--- src/shared/dbtc_pkg.sv ---
// package for the dma burst and threshold control block
// Contract
// - registers decode in upper 2K of window
// - offsets 0x800, 0x808 and 0x840
// - eeprom loads the three registers when present
// - isoch tx read burst is 16*(n+1)
// - isoch tx requests when enough free space
// - isoch rx write burst is 16*(n+1)
// - isoch rx requests when enough data waits
// - link notified when packet quadlets reach level
// - link notified when whole packet present
// - async tx read burst is 16*(n+1)
// - async tx requests when enough free space
// - async rx write burst is 16*(n+1)
// - async rx requests when enough data waits
// - physical write minimum burst is rx threshold
// - bursts shortened by packet, buffer, fifo, cache
package dbtc_pkg;
  // ****************************************
  // address map
  // ****************************************
  localparam int          DBTC_AW         = 12;
  localparam int          DBTC_DW         = 32;
  localparam logic [11:0] DBTC_OFS_ISO    = 12'h800;
  localparam logic [11:0] DBTC_OFS_ASYNC  = 12'h808;
  localparam logic [11:0] DBTC_OFS_LINK   = 12'h840;
  localparam int          DBTC_HALF_BIT   = 11;
  // ****************************************
  // reset values and writable masks
  // ****************************************
  localparam logic [31:0] DBTC_RST_ISO    = 32'h0000_7373;
  localparam logic [31:0] DBTC_RST_ASYNC  = 32'h0010_7373;
  localparam logic [31:0] DBTC_RST_LINK   = 32'h0000_0020;
  localparam logic [31:0] DBTC_MSK_ISO    = 32'h0000_ffff;
  localparam logic [31:0] DBTC_MSK_ASYNC  = 32'h00ff_ffff;
  localparam logic [31:0] DBTC_MSK_LINK   = 32'h0000_003f;
  // ****************************************
  // field positions
  // ****************************************
  localparam int          DBTC_F_TX_BURST = 12;
  localparam int          DBTC_F_TX_THR   = 8;
  localparam int          DBTC_F_RX_BURST = 4;
  localparam int          DBTC_F_RX_THR   = 0;
  localparam int          DBTC_F_NOTIFY   = 16;
  localparam int          DBTC_F_POSTED   = 3;
  localparam int          DBTC_F_CYCLE    = 0;
  localparam int          DBTC_NW         = 4;
  // ****************************************
  // eeprom targets and sizes
  // ****************************************
  localparam logic [1:0]  DBTC_EE_ISO     = 2'h0;
  localparam logic [1:0]  DBTC_EE_ASYNC   = 2'h1;
  localparam logic [1:0]  DBTC_EE_LINK    = 2'h2;
  localparam int          DBTC_QW         = 12;
  localparam int          DBTC_STEP_SH    = 4;
  localparam int          DBTC_NUNITS     = 4;
  typedef enum logic [1:0] {
    DBTC_U_ITX, DBTC_U_IRX, DBTC_U_ATX, DBTC_U_ARX
  } dbtc_unit_t;
  // ****************************************
  // carriers
  // ****************************************
  typedef struct packed {
    logic                en;
    logic [DBTC_QW-1:0]  level;
    logic [DBTC_QW-1:0]  remain;
  } dbtc_unit_in_t;
  typedef struct packed {
    logic                req;
    logic [DBTC_QW-1:0]  burst;
  } dbtc_unit_out_t;
  // 16*(n+1) quadlets
  function automatic logic [DBTC_QW-1:0] dbtc_quads(input logic [3:0] n);
    logic [DBTC_QW-1:0] v;
    v = {8'h00, n} + 12'h001;
    return DBTC_QW'(v << DBTC_STEP_SH);
  endfunction
endpackage

--- src/rtl/dbtc_unit.sv ---
// request and burst sizing for one dma unit
`timescale 1ns/10ps
module dbtc_unit
(
  input  wire logic                          i_clk_sys,
  input  wire logic                          i_rst_n,
  input  wire logic [3:0]                    i_burst_n,
  input  wire logic [3:0]                    i_thr_n,
  input  wire logic [dbtc_pkg::DBTC_QW-1:0]  i_cache_quads,
  input  wire dbtc_pkg::dbtc_unit_in_t       i_ctl,
  output dbtc_pkg::dbtc_unit_out_t           o_res
);
  import dbtc_pkg::*;
  // ****************************************
  // sizing
  // ****************************************
  logic [DBTC_QW-1:0] thr_q;
  logic [DBTC_QW-1:0] max_q;
  logic [DBTC_QW-1:0] need_q;
  logic [DBTC_QW-1:0] lim_q;
  dbtc_unit_out_t     res_r;
  dbtc_unit_out_t     res_nxt;
  always_comb
  begin
    thr_q   = dbtc_quads(i_thr_n);
    max_q   = dbtc_quads(i_burst_n);
    // short remainder lowers the threshold
    need_q  = (i_ctl.remain < thr_q) ? i_ctl.remain : thr_q;
    lim_q   = max_q;
    if (i_ctl.level < lim_q)
      lim_q = i_ctl.level;
    if (i_ctl.remain < lim_q)
      lim_q = i_ctl.remain;
    if ((i_cache_quads != '0) && (i_cache_quads < lim_q))
      lim_q = i_cache_quads;
    res_nxt.req   = i_ctl.en && (i_ctl.remain != '0) && (i_ctl.level >= need_q);
    // request held while condition holds, one burst each grant
    res_nxt.burst = res_nxt.req ? lim_q : '0;
  end
  always_ff @(posedge i_clk_sys)
  begin
    if (!i_rst_n)
      res_r <= '0;
    else
      res_r <= res_nxt;
  end
  assign o_res = res_r;
endmodule // dbtc_unit

--- src/rtl/dbtc_top.sv ---
// vendor register file and dma request control
`timescale 1ns/10ps
module dbtc_top
(
  input  wire logic                          i_clk_sys,
  input  wire logic                          i_rst_n,
  input  wire logic [dbtc_pkg::DBTC_AW-1:0]  i_mem_addr,
  input  wire logic                          i_mem_wr,
  input  wire logic                          i_mem_rd,
  input  wire logic [3:0]                    i_mem_be,
  input  wire logic [dbtc_pkg::DBTC_DW-1:0]  i_mem_wdata,
  output logic                               o_mem_hit,
  output logic [dbtc_pkg::DBTC_DW-1:0]       o_mem_rdata,
  output logic                               o_mem_rvalid,
  input  wire logic                          i_ee_wr,
  input  wire logic [1:0]                    i_ee_sel,
  input  wire logic [dbtc_pkg::DBTC_DW-1:0]  i_ee_word,
  input  wire logic [dbtc_pkg::DBTC_QW-1:0]  i_cache_quads,
  input  wire dbtc_pkg::dbtc_unit_in_t       i_isoch_tx_unit,
  input  wire dbtc_pkg::dbtc_unit_in_t       i_isoch_rx_unit,
  input  wire dbtc_pkg::dbtc_unit_in_t       i_async_tx_unit,
  input  wire dbtc_pkg::dbtc_unit_in_t       i_async_rx_unit,
  output dbtc_pkg::dbtc_unit_out_t           o_isoch_tx_unit,
  output dbtc_pkg::dbtc_unit_out_t           o_isoch_rx_unit,
  output dbtc_pkg::dbtc_unit_out_t           o_async_tx_unit,
  output dbtc_pkg::dbtc_unit_out_t           o_async_rx_unit,
  input  wire logic [dbtc_pkg::DBTC_QW-1:0]  i_at_pkt_quads,
  input  wire logic                          i_at_pkt_whole,
  output logic                               o_async_tx_link_notify,
  output logic [2:0]                         o_link_posted_writes,
  output logic [2:0]                         o_link_cycle_sel
);
  import dbtc_pkg::*;
  // ****************************************
  // register file
  // ****************************************
  logic [31:0] iso_dma_bus_control_r;
  logic [31:0] iso_dma_bus_control_nxt;
  logic [31:0] async_dma_bus_control_r;
  logic [31:0] async_dma_bus_control_nxt;
  logic [31:0] link_tuning_options_r;
  logic [31:0] link_tuning_options_nxt;
  logic [31:0] rdata_r;
  logic [31:0] rdata_nxt;
  logic        rvalid_r;
  logic        rvalid_nxt;
  logic [31:0] be_mask;
  logic        sel_iso;
  logic        sel_async;
  logic        sel_link;

  // upper half of the 4K window only
  assign o_mem_hit = i_mem_addr[DBTC_HALF_BIT];

  always_comb
  begin
    sel_iso   = o_mem_hit && (i_mem_addr == DBTC_OFS_ISO);
    sel_async = o_mem_hit && (i_mem_addr == DBTC_OFS_ASYNC);
    sel_link  = o_mem_hit && (i_mem_addr == DBTC_OFS_LINK);
    for (int b = 0; b < DBTC_NW; b++)
      be_mask[b*8 +: 8] = {8{i_mem_be[b]}};
    iso_dma_bus_control_nxt   = iso_dma_bus_control_r;
    async_dma_bus_control_nxt = async_dma_bus_control_r;
    link_tuning_options_nxt   = link_tuning_options_r;
    if (i_ee_wr)
    begin
      // eeprom image overrides field defaults
      unique case (i_ee_sel)
        DBTC_EE_ISO:   iso_dma_bus_control_nxt   = i_ee_word & DBTC_MSK_ISO;
        DBTC_EE_ASYNC: async_dma_bus_control_nxt = i_ee_word & DBTC_MSK_ASYNC;
        DBTC_EE_LINK:  link_tuning_options_nxt   = i_ee_word & DBTC_MSK_LINK;
        default:       iso_dma_bus_control_nxt   = iso_dma_bus_control_r;
      endcase
    end
    else if (i_mem_wr)
    begin
      // byte lanes, undefined bits stay zero
      if (sel_iso)
        iso_dma_bus_control_nxt = ((iso_dma_bus_control_r & ~be_mask)
                                  | (i_mem_wdata & be_mask)) & DBTC_MSK_ISO;
      if (sel_async)
        async_dma_bus_control_nxt = ((async_dma_bus_control_r & ~be_mask)
                                    | (i_mem_wdata & be_mask)) & DBTC_MSK_ASYNC;
      if (sel_link)
        link_tuning_options_nxt = ((link_tuning_options_r & ~be_mask)
                                  | (i_mem_wdata & be_mask)) & DBTC_MSK_LINK;
    end
    // unmapped upper-half offsets read zero
    rvalid_nxt = i_mem_rd && o_mem_hit;
    rdata_nxt  = '0;
    if (i_mem_rd && sel_iso)
      rdata_nxt = iso_dma_bus_control_r;
    if (i_mem_rd && sel_async)
      rdata_nxt = async_dma_bus_control_r;
    if (i_mem_rd && sel_link)
      rdata_nxt = link_tuning_options_r;
  end

  always_ff @(posedge i_clk_sys)
  begin
    if (!i_rst_n)
    begin
      iso_dma_bus_control_r   <= DBTC_RST_ISO;
      async_dma_bus_control_r <= DBTC_RST_ASYNC;
      link_tuning_options_r   <= DBTC_RST_LINK;
      rdata_r                 <= '0;
      rvalid_r                <= 1'b0;
    end
    else
    begin
      iso_dma_bus_control_r   <= iso_dma_bus_control_nxt;
      async_dma_bus_control_r <= async_dma_bus_control_nxt;
      link_tuning_options_r   <= link_tuning_options_nxt;
      rdata_r                 <= rdata_nxt;
      rvalid_r                <= rvalid_nxt;
    end
  end

  assign o_mem_rdata          = rdata_r;
  assign o_mem_rvalid         = rvalid_r;
  assign o_link_posted_writes = link_tuning_options_r[DBTC_F_POSTED +: 3];
  assign o_link_cycle_sel     = link_tuning_options_r[DBTC_F_CYCLE +: 3];

  // ****************************************
  // dma units
  // ****************************************
  logic [3:0]     burst_n [DBTC_NUNITS];
  logic [3:0]     thr_n   [DBTC_NUNITS];
  dbtc_unit_in_t  u_in    [DBTC_NUNITS];
  dbtc_unit_out_t u_out   [DBTC_NUNITS];

  always_comb
  begin
    burst_n[DBTC_U_ITX] = iso_dma_bus_control_r[DBTC_F_TX_BURST +: 4];
    thr_n[DBTC_U_ITX]   = iso_dma_bus_control_r[DBTC_F_TX_THR +: 4];
    burst_n[DBTC_U_IRX] = iso_dma_bus_control_r[DBTC_F_RX_BURST +: 4];
    thr_n[DBTC_U_IRX]   = iso_dma_bus_control_r[DBTC_F_RX_THR +: 4];
    burst_n[DBTC_U_ATX] = async_dma_bus_control_r[DBTC_F_TX_BURST +: 4];
    thr_n[DBTC_U_ATX]   = async_dma_bus_control_r[DBTC_F_TX_THR +: 4];
    burst_n[DBTC_U_ARX] = async_dma_bus_control_r[DBTC_F_RX_BURST +: 4];
    // also the physical write minimum burst
    thr_n[DBTC_U_ARX]   = async_dma_bus_control_r[DBTC_F_RX_THR +: 4];
    u_in[DBTC_U_ITX]    = i_isoch_tx_unit;
    u_in[DBTC_U_IRX]    = i_isoch_rx_unit;
    u_in[DBTC_U_ATX]    = i_async_tx_unit;
    u_in[DBTC_U_ARX]    = i_async_rx_unit;
  end

  for (genvar g = 0; g < DBTC_NUNITS; g++)
  begin : g_unit
    dbtc_unit u_unit
    (
      .i_clk_sys     (i_clk_sys),
      .i_rst_n       (i_rst_n),
      .i_burst_n     (burst_n[g]),
      .i_thr_n       (thr_n[g]),
      .i_cache_quads (i_cache_quads),
      .i_ctl         (u_in[g]),
      .o_res         (u_out[g])
    );
  end

  assign o_isoch_tx_unit = u_out[DBTC_U_ITX];
  assign o_isoch_rx_unit = u_out[DBTC_U_IRX];
  assign o_async_tx_unit = u_out[DBTC_U_ATX];
  assign o_async_rx_unit = u_out[DBTC_U_ARX];

  // ****************************************
  // async transmit link notify
  // ****************************************
  logic [7:0] notify_level;
  logic       notify_r;
  logic       notify_nxt;

  always_comb
  begin
    notify_level = async_dma_bus_control_r[DBTC_F_NOTIFY +: 8];
    notify_nxt   = (i_at_pkt_quads >= {4'h0, notify_level})
                   || i_at_pkt_whole;
  end

  always_ff @(posedge i_clk_sys)
  begin
    if (!i_rst_n)
      notify_r <= 1'b0;
    else
      notify_r <= notify_nxt;
  end

  assign o_async_tx_link_notify = notify_r;
endmodule // dbtc_top

--- config.mk ---
export PLATFORM = sky130hd
export DESIGN_NAME = dbtc_top
export DESIGN_NICKNAME = d
export VERILOG_FILES = /design/src/shared/dbtc_pkg.sv /design/src/rtl/dbtc_unit.sv /design/src/rtl/dbtc_top.sv
export SDC_FILE = /design/constraint.sdc
export NUM_CORES = 1
export LEC_CHECK = 0
export ABC_CLOCK_PERIOD_IN_PS = 5900
export BUFFER_PORTS_ARGS = -buffer_cell sky130_fd_sc_hd__buf_4
export CAP_MARGIN = 20
export CORE_ASPECT_RATIO = 1.2
export CORE_MARGIN = 4
export CORE_UTILIZATION = 42
export DETAILED_ROUTE_END_ITERATION = 10
export PLACE_DENSITY = 0.74
export SLEW_MARGIN = 10
export SYNTH_ARGS = -nofsm -noshare
export SYNTH_HDL_FRONTEND = slang
export SYNTH_SLANG_ARGS = --single-unit
--- constraint.sdc ---
create_clock -name i_clk_sys -period 5.9 [get_ports i_clk_sys]
set_input_delay 0.59 -clock i_clk_sys [delete_from_list [all_inputs] [get_ports i_clk_sys]]
set_output_delay 0.59 -clock i_clk_sys [all_outputs]
set_load 0.02 [all_outputs]
## After elaboration in Yosys (flattened, before gate mapping)

Index checks and enable logic that the tools add are counted.

| word-level totals | value |
|---|---|
| bits in registers | 182 |
| input bits | 212 |

| cells by class | value |
|---|---|
| add/subtract/negate cells | 8 |
| order comparisons | 21 |
| equality and inequality tests | 8 |
| muxes and demuxes | 31 |
| bitwise gates (word level) | 8 |
| reductions and logical operators | 37 |

Operator list:

| cell | number |
|---|---|
| $mux 32 | 15 |
| $lt 12x12->1 | 16 |
| $mux 12 | 16 |
| $reduce_bool 12->1 | 5 |
| $and 24x24->24 | 2 |
| $ge 12x12->1 | 4 |
| $add 4x1->5 const B | 8 |
| $eq 12x12->1 const B | 3 |
| $not 24->24 | 1 |
| $or 24x24->24 | 1 |
| $logic_and 1x1->1 | 19 |
| $and 16x16->16 | 1 |
| $or 16x16->16 | 1 |
| $ge 12x8->1 | 1 |
| $reduce_and 3->1 | 3 |
| $reduce_and 2->1 | 4 |
| $reduce_bool 2->1 | 4 |
| $and 6x6->6 | 1 |
| $ne 2x1->1 const B | 3 |
| $or 6x6->6 | 1 |
| $eq 2x1->1 const B | 1 |
| $eq 2x2->1 const B | 1 |
| $logic_not 2->1 | 1 |
| $logic_or 1x1->1 | 1 |

## Longest topological paths before layout

Gate-level depths: netlist (run 1).

| logic depth | value |
|---|---|
| word-level depth | 8 |
| depth in mapped cells | 30 |
| mapped depth without buffers | 27 |

## By module

From an unflattened synthesis (run 1), not the netlist that was laid out.

| second synthesis, totals | value |
|---|---|
| cells, all modules | 1268 |
| area, all modules | 10865.4 um2 |

Modules (own cells, without submodules):

| module | instances | cells each | area each (um2) | seq. area each (um2) |
|---|---|---|---|---|
| dbtc_unit at g_unit[0].u_unit ... | 3 | 231 | 1876.8 | 260.2 |
| dbtc_top | 1 | 352 | 3343.2 | 1441.4 |
| dbtc_unit at g_unit[1].u_unit | 1 | 223 | 1891.8 | 260.2 |

## Worst setup path after synthesis (run 1)

OpenSTA, ideal clock, no wires.

| path | value |
|---|---|
| path kind | register -> register |
| start | register with a tool-made name |
| end | register g_unit[2].u_unit.res_r, in the netlist g_unit[2].u_unit.o_res[6] |
| arrival time | 5.528 ns |
| data required time | 5.766 ns |
| setup slack | 0.238 ns |
| stages on the path, launching flop included | 27 |
| clock period less this slack | 5.662 ns |
| cells stage by stage | dfxtp_1 -> ha_1 -> nand3_1 -> ha_1 -> or4_4 -> a21oi_1 -> o2bb2ai_2 -> mux2_2 -> ha_1 -> a211oi_1 -> o21ai_1 -> a221o_1 -> nor3_1 -> o2bb2ai_1 -> buf_4 -> mux2i_1 -> inv_1 -> ha_1 -> nand4_1 -> nor2_1 -> nand2_1 -> o21ai_0 -> a2111oi_1 -> o221ai_4 -> buf_6 -> nor2_1 -> a211oi_2 |

RTL lines:

| item | line | source |
|---|---|---|
| end signal, assigned | dbtc_unit.sv:45 | `res_r <= res_nxt;` |
| end, declared | dbtc_unit.sv:21 | `dbtc_unit_out_t res_r;` |

==> results of run 1 <==
## cell families (layout without fill, tap and decap cells)
kind of cell,Yosys count,in the layout,share of synthesized area
simple gates,410,411,0.1872
compound gates,361,361,0.2478
fa+ha+maj,177,177,0.2147
buf+inv,127,444,0.05228
flops,124,124,0.2407
mux,42,42,0.04233
xor+xnor,16,16,0.01431
other cells,2,32,0.0007281
## area by class of cell
class | instances | area, sq um
Fill cell | 2205 | 9905
Multi-Input combinational cell | 1039 | 7799
Timing Repair Buffer | 332 | 2581
Sequential cell | 124 | 2486
Clock buffer | 18 | 439.2
Tap cell | 320 | 400.4
Inverter | 80 | 302.8
Clock inverter | 14 | 135.1
## worst min path at each step
stage                   startpoint                    endpoint  slack [ps]
finish              i_mem_addr[11]     o_mem_rvalid$_SDFF_PN0_         430
CTS                 i_mem_addr[11]     o_mem_rvalid$_SDFF_PN0_         410
global route        i_mem_addr[11]     o_mem_rvalid$_SDFF_PN0_         430
global placement              flop  o_mem_rdata[20]$_SDFF_PP0_         460
detailed placement            flop  o_mem_rdata[23]$_SDFF_PP0_         470
floorplan                     flop  o_mem_rdata[20]$_SDFF_PP0_         450
## stage by stage
stage / total power, mW / cells / TNS [ps] / utilization
finish: 2.927 / 1927 / 0 / 0.5881
floorplan: 1.458 / 1289 / 0 / -
CTS: 2.837 / 1909 / 0 / 0.5639
global route: 3.080 / 1927 / -1046 / 0.5881
global placement: 1.770 / 1875 / 0 / 0.5391
detailed placement: 1.799 / 1875 / -354.0 / 0.5391
## cells in the mapped netlist (all sizes together), types with 5 or more instances
master / count / area [sq um]
ha: 177 / 2215
nand2: 155 / 581.8
dfxtp: 124 / 2482
nor2: 100 / 385.4
o21ai: 89 / 460.4
inv: 80 / 300.3
a21oi: 67 / 346.6
nand3: 35 / 175.2
mux2i: 32 / 320.3
a22oi: 31 / 232.7
a211oi: 30 / 265.3
clkbuf: 28 / 105.1
a21o: 27 / 202.7
o211a: 27 / 270.3
nor2b: 21 / 131.4
o21a: 21 / 157.7
buf: 19 / 133.9
nor4: 16 / 100.1
nand4: 14 / 87.58
nor3: 12 / 60.06
and2: 10 / 62.56
and3: 10 / 62.56
mux2: 10 / 116.4
nand2b: 9 / 56.30
o211ai: 9 / 72.57
or3: 9 / 56.30
xnor2: 9 / 86.34
a31oi: 8 / 50.05
xor2: 7 / 61.31
a222oi: 6 / 60.06
o22ai: 6 / 37.54
or4: 6 / 48.80
a211o: 5 / 43.79
## metal layers
layer  part of all wire  track usage  wire length [um]
met4              0.030      0.09325              1049
met1               0.40       0.2972             13840
met2               0.49       0.4215             17030
met5            0.00037            0                13
met3              0.083      0.04660              2876
## timing repair
item                                   4_1_cts  5_1_grt
pin swaps                                    1       24
cloned                                       1        2
gates resized for setup                      2       83
setup buffers                                1       14
setup endpoints to repair                   22       48
endpoints found under the hold margin        0        0
## power by group
group	switching [mW]	internal, mW
Clock	0.433	0.600
Sequential	0.0233	0.869
Combinational	0.538	0.464
==> results.cfg, run 1 <==
[yosys]
synth_cells = 1259
ys_types = 80
synth_ff_type = dfxtp_1
syn_area_sq_um = 10310
synth_enable_flop_cells = 0
postSynthAreaPerCell_sq_um = 8.193
ys_seq_area_frac = 0.2407
ys_async_sr_fraction = 0
synth_seq_cells = 124
ys.warnings.count = 0

[worst_setup_path]
crit_type = flop to flop
endpoint = g_unit[3].u_unit.o_res[2]$_SDFF_PN0_
r2r_cells = 26
crit_path_top_delay_cell = nor4bb_4
r2r_end = g_unit[3].u_unit.o_res[2]$_SDFF_PN0_
end_kind = flop
crit_buf_inv = 4
cp_max_fo = 7
cp_num_cells = 26
startpoint_type = flop
max_stage_delay_ps = 370
arrival_ps = 6060
r2r_slack_ps = 170
critPathTopFamily = compound AO/OA/AOI/OAI gates
required_ps = 6230

[floorplan]
dieArea_sq_um = 27140
start_util = 0.4289
io_pins = 305
core_area_sq_um = 24050
row_count = 62
die_h_um = 179.7
dieWidth_um = 151.1

[sta]
rsz0062_at_grt = true
fin_crit_sh = 0.9707
hold_violations = 0
slew_headroom = 0.3183
hold_ws_ps = 425.5
tightest_slew_ps = 1016
setup_ws_ps = 173.2
setup_viol = 0
fin_crit_ps = 5727
finalClockSkew_ps = 11.68
drv_slew = 0
max_freq_ghz = 0.1746

[drt]
firstDrtPassIters = 5
dr.first_iter.drc_count = 698
wl_per_cell_um = 18.06
postRouteAntennaNets = 0
routed_wl_um = 34810
vias_per_cell = 5.642
drc = 0
via_count = 10870

[run_status]
status = finished, final reports clean

[place]
place.gp.congestion = 0.9180
dp_slack_ps = -49.71
place_hpwl_um = 27430
port_buffers = 279
placed_area_sq_um = 12960

[worst_hold_path]
hold_depth = 2
min-delay-path-class = primary input to flop

[pwr]
ir_worst_vdd_mv = 0.1872
power-per-cell-area_nw_per_um2 = 206.9
leakage_nw = 6.758

[global_routing]
grt_pass1_wl_um = 53390
antenna_found_initial = 2
grt_pass1_vias = 10630
grt_usage = 0.2442
grt_max_degree = 60
grt_overflow_total = 0

[final_layout]
nNetsFinal = 1983
final_area_sq_um = 14140
area_growth_pct = 37.12
final_cell_mix = buf_4 (321), ha_1 (168), nand2_1 (154)
drive_gt1_frac = 0.2869
mostFrequentLayoutCell = buf_4
diodes = 0

[clock_network]
cts_max_level = 4
cts-buffers-inserted = 17
clock-sinks = 124
cts_tree = done
clk_latency_ps = 420
clkTransAtPathRegs_ps = 60
clockBufferDepth = 2
root_buffer = clkbuf_16
hold_buffers = 0

[run]
cap_viol_max_count = 0
Note: power is estimated with default switching activity, not from simulation.
==> inputs of run 2 (changes only) <==
Settings changed: PLACE_DENSITY 0.74 to 0.73, SYNTH_HIERARCHICAL set to 1.
==> results.cfg, run 2 <==
[place]
port_buffers = 279
place.gp.congestion = 0.9737
place_hpwl_um = 30280
dp_slack_ps = -304.9
dp_cells = 1915

[sta]
fin_crit_ps = 5773
hold_violations = 0
slew_headroom = 0.3535
max_freq_ghz = 0.1732
setup_ws_ps = 126.7
rsz0062_at_grt = true
setup_viol = 0
fin_crit_sh = 0.9785
drv_slew = 0
finalClockSkew_ps = 10.64
tightest_slew_ps = 960.9

[yosys]
yosys.area.top_type = dfxtp_1
synthTopCellsByCount = ha_1 (176), dfxtp_1 (124), nand2_1 (86)
ys_seq_area_frac = 0.2285
postSynthAreaPerCell_sq_um = 8.569
synth_most_common_cell = ha_1
ys.warnings.count = 6
synth_seq_cells = 124
synthDominantCellAreaShare = 0.2285
syn_area_sq_um = 10870
synth_enable_flop_cells = 0
yosys-top-cells-area = dfxtp_1 (23%), ha_1 (20%), o21ai_0 (3.9%), a21oi_1 (3.8%), mux2i_1 (3.2%)
synth_ff_type = dfxtp_1
ys_types = 87
ys_async_sr_fraction = 0
synth_cells = 1268

[final_layout]
drive_gt1_frac = 0.3001
nNetsFinal = 2001
n_fill_cell = 2300
final_cells = 1957
seqCellArea_sq_um = 2484
utilization = 0.5717
final_cell_mix = buf_4 (341), ha_1 (172), dfxtp_1 (123)
multi_input_area_sq_um = 8179
mostFrequentLayoutCell = buf_4
area_growth_pct = 33.98

[pwr]
pwr-share-seq = 0.297
netSwitchingFraction = 0.3284
leakage_nw = 6.426
p_total_mw = 2.973
intPower_mw = 1.997
p_switching_mw = 0.9763
power-per-cell-area_nw_per_um2 = 204.2
clockPowerShare = 0.362
combPwrFrac = 0.341
ir_worst_vdd_mv = 0.1720

[clock_network]
clockBufferDepth = 2
hold_buffers = 0
cts-buffers-inserted = 17
root_buffer = clkbuf_16
clock-sinks = 124
clkTransAtPathRegs_ps = 60
cts_max_level = 4
cts_tree = done
clk_latency_ps = 420

[global_routing]
grt_usage = 0.2521
antenna_found_initial = 1
grt_overflow_total = 0
grt_pass1_vias = 11570
grt_max_degree = 42
grt_pass1_wl_um = 57550

[drt]
routed_wl_um = 37830
wl_per_cell_um = 19.33
dr.first_iter.drc_count = 514
vias_per_cell = 5.922
firstDrtPassIters = 5
via_count = 11590
postRouteAntennaNets = 0
drc = 0

[run]
cap_viol_max_count = 0

[run_status]
status = finished, final reports clean

[floorplan]
die_h_um = 184.2
io_pins = 305
row_count = 64
dieArea_sq_um = 28520
dieWidth_um = 154.8
core_area_sq_um = 25460
start_util = 0.4267

[worst_setup_path]
required_ps = 6190
end_kind = flop
arrival_ps = 6060
crit_type = flop to flop
startpoint_type = flop
cp_max_fo = 8

[worst_hold_path]
min-delay-path-class = primary input to flop
-- run 2: final cells by class --
type | count | share of cell area
antenna | 1 | 0.0001719
clock buffer | 20 | 0.03068
timing repair buffer | 342 | 0.1764
inverter | 85 | 0.02192
multi-input combinational | 1043 | 0.5618
clock inverter | 12 | 0.01006
tap | 330 | 0.02836
sequential | 124 | 0.1706
-- run 2: kinds of logic after synthesis --
group / synth area share
compound gates: 0.2523
xor+xnor: 0.01359
fa+ha+maj: 0.2027
buf+inv: 0.05262
flops: 0.2285
mux: 0.06852
other cells: 0.001727
simple gates: 0.1801
-- run 2: worst paths after layout --
path,slack [ps],depth (start not counted),end,start
setup / recovery,130,22,g_unit[0].u_unit/o_res[3]$_SDFF_PN0_,flop
hold / removal,440,2,o_mem_rvalid$_SDFF_PN0_,i_mem_addr[11]
setup reg to reg,130,22,g_unit[0].u_unit/o_res[3]$_SDFF_PN0_,flop
hold reg to reg,460,1,o_mem_rdata[20]$_SDFF_PP0_,flop
-- run 2: worst max-delay path, cell delays in order (launching register included) --
cell       delay, ps
dfxtp_1          330
ha_1             320
inv_1             50
ha_1             200
or2_2            310
o22ai_2          170
a2bb2oi_2        190
o21a_4           190
mux2_2           370
ha_1             220
a211o_1          290
o211ai_2          60
a31oi_1          140
or3_2            490
a21o_4           240
mux2_2           310
ha_1             300
a21oi_1          150
o21ai_1          120
a2111o_1         470
a2111o_1         470
a21oi_1          170
a211oi_1          70
-- run 2: power by group through the flow --
stage               logic (mW)  registers [mW]  clock network [mW]
floorplan                0.550           0.922                   0
global placement         0.919           0.901                   0
detailed placement       0.945           0.902                   0
CTS                      0.960           0.884                1.08
global route              1.11           0.887                1.13
finish                    1.01           0.884                1.08
-- run 2: timing repair --
action | CTS | global route
pin swaps | 1 | 13
gates resized for setup | 7 | 47
setup endpoints to repair | 34 | 48
setup buffers | 1 | 4
cloned | 1 | 2
-- run 2: stage by stage --
step           instance area [sq um]  hold WS (ps)  TNS, ps
6_report                       14560         440.7        0
5_1_grt                        14560         441.4   -318.8
4_1_cts                        14280         432.0        0
3_5_place_dp                   13650         458.6    -6825
3_3_place_gp                   13650         444.5    -2409
2_1_floorplan                  10970         429.8        0
-- run 2: routing by layer --
metal / GRT usage / part of all wire / vias to the layer above
li1: - / - / 5525
met1: 0.2795 / 0.38 / 5408
met2: 0.4531 / 0.49 / 520
met3: 0.04556 / 0.072 / 136
met4: 0.1413 / 0.055 / 0
met5: 0 / 0 / -
==> inputs of run 3 (changes only) <==
Settings changed: ABC_AREA set to 1, SETUP_SLACK_MARGIN set to 0.1.
==> results.cfg, run 3 <==
[run_status]
status = finished, final reports clean

[yosys]
ys_async_sr_fraction = 0
ys_types = 45
synthDominantCellAreaShare = 0.2162
synth_ff_type = dfxtp_1
ys_seq_area_frac = 0.2162
ys.warnings.count = 6
synth_cells = 1729
yosys.area.top_type = dfxtp_1
yosys-top-cells-area = dfxtp_1 (22%), ha_1 (19%), nand2_1 (12%), inv_1 (8.4%), nand3_1 (7.5%)
syn_area_sq_um = 11480
synth_most_common_cell = nand2_1
synthTopCellsByCount = nand2_1 (357), inv_1 (257), ha_1 (176)
postSynthAreaPerCell_sq_um = 6.640
synth_seq_cells = 124
synth_enable_flop_cells = 0

[drt]
drc = 0
via_count = 12220
routed_wl_um = 36030
dr.first_iter.drc_count = 773
firstDrtPassIters = 7
vias_per_cell = 5.204
wl_per_cell_um = 15.34
postRouteAntennaNets = 0

[final_layout]
final_cell_mix = nand2_1 (357), buf_4 (284), inv_1 (257)
area_growth_pct = 25.13
multi_input_area_sq_um = 7747
final_cells = 2349
final_area_sq_um = 14370
nNetsFinal = 2382
seqCellArea_sq_um = 2482
drive_gt1_frac = 0.1903
utilization = 0.5320
mostFrequentLayoutCell = nand2_1
n_fill_cell = 2647

[worst_setup_path]
end_kind = flop
crit_chain = ha_1, nand3_1, ha_1, nor4_1, nand2_1, o21ai_0, ha_1, a21oi_1, o21ai_0, a21oi_1, nand2_4, nor2_1, inv_1, ha_1, a21oi_1, o21ai_0, a311oi_2, buf_4, nand3_1, nand2_1, nor2_1
crit_path_top_delay_cell = a311oi_2
cp_max_fo = 19
r2r_slack_ps = 640
crit_buf_inv = 2
critPathTopFamily = compound AO/OA/AOI/OAI gates
arrival_ps = 5580
max_stage_delay_ps = 590
crit_path_frequent_cell = ha_1
required_ps = 6220
startpoint_type = flop
crit_type = flop to flop

[sta]
slew_headroom = 0.4698
tightest_slew_ps = 792.5
rsz0062_at_grt = false
hold_violations = 0
setup_viol = 0
fin_crit_sh = 0.8911
fin_crit_ps = 5258
setup_ws_ps = 642.4
drv_slew = 0
finalSetupTns_ps = 0
max_freq_ghz = 0.1902
finalClockSkew_ps = 13.47

[pwr]
leakage_nw = 7.656
power-per-cell-area_nw_per_um2 = 205.6
ir_worst_vdd_mv = 0.1725

[floorplan]
die_h_um = 189.1
core_area_sq_um = 27000
dieArea_sq_um = 30050
io_pins = 305
row_count = 66
start_util = 0.4251
dieWidth_um = 158.9

[global_routing]
grt_pass1_wl_um = 56930
grt_overflow_total = 0
grt_usage = 0.2307
grt_pass1_vias = 11440
antenna_found_initial = 2
grt_max_degree = 69

[clock_network]
postCtsSetupBuffers = 0
root_buffer = clkbuf_16
cts_tree = done
clk_latency_ps = 440
cts_max_level = 4
cts-resized-gates = 0
clockBufferDepth = 2
hold_buffers = 0
clock-sinks = 124
clkTransAtPathRegs_ps = 60
cts-buffers-inserted = 17

[worst_hold_path]
min-delay-path-class = primary input to flop

[place]
dp_slack_ps = 779.0
place.gp.congestion = 0.9390
place_hpwl_um = 29020
port_buffers = 279
placed_area_sq_um = 13770
dp_cells = 2315

[run]
cap_viol_max_count = 0
## run 3: per-stage QoR
stage / power, mW / hold slack [ps]
after floorplan: 1.554 / 425.0
after global routing: 3.146 / 379.9
after global placement: 1.843 / 441.1
after CTS: 2.968 / 353.8
after detailed placement: 1.883 / 457.9
final: 2.954 / 370.2
## run 3: report_power, final
| part | leakage, nW | internal (mW) | total (mW) | switching (mW) |
|---|---|---|---|---|
| logic | 6.37 | 0.404 | 0.977 | 0.574 |
| registers | 1.01 | 0.873 | 0.900 | 0.0276 |
| clock network | 0.281 | 0.631 | 1.08 | 0.445 |
## run 3: final timing paths
path,from,to,cells after the start
hold / removal,i_at_pkt_whole,o_async_tx_link_notify$_SDFF_PN0_,3
setup / recovery,flop,g_unit[0].u_unit/o_res[8]$_SDFF_PN0_,21
setup reg to reg,flop,g_unit[0].u_unit/o_res[8]$_SDFF_PN0_,21
hold reg to reg,flop,o_mem_rdata[19]$_SDFF_PP0_,2
## run 3: layout make-up
class | instances | area share
antenna | 2 | 0.0003484
clock buffer | 18 | 0.02988
clock inverter | 14 | 0.01132
inverter | 261 | 0.06829
multi-input combinational | 1306 | 0.5393
sequential | 124 | 0.1728
tap | 340 | 0.02961
timing repair buffer | 284 | 0.1484
## run 3: cell families after synthesis
group / after synthesis / synth area share
AOI/OAI and AO/OA: 297 / 0.1487
xor gates and xnor gates: 8 / 0.006103
adders and majority gates: 176 / 0.1918
buffers and inverters: 326 / 0.1209
DFF: 124 / 0.2162
other: 5 / 0.001635
and+or+nand+nor: 793 / 0.3147
## run 3: metal layers
layer,global-route usage,wire (um),up-vias
met5,0,0,-
met4,0.1109,1465,0
met3,0.04899,2573,86
met2,0.3961,16980,447
met1,0.2756,15010,5413
li1,-,-,6278
## run 3: worst reg2reg max path: stages (launching register included)
cell      delay, ps
dfxtp_1         470
ha_1            260
nand3_1         120
ha_1            210
nor4_1          320
nand2_1         290
o21ai_0         360
ha_1            320
a21oi_1         160
o21ai_0         110
a21oi_1         270
nand2_4         180
nor2_1          230
inv_1            80
ha_1            300
a21oi_1         180
o21ai_0         140
a311oi_2        590
buf_4           320
nand3_1         110
nand2_1          80
nor2_1           40
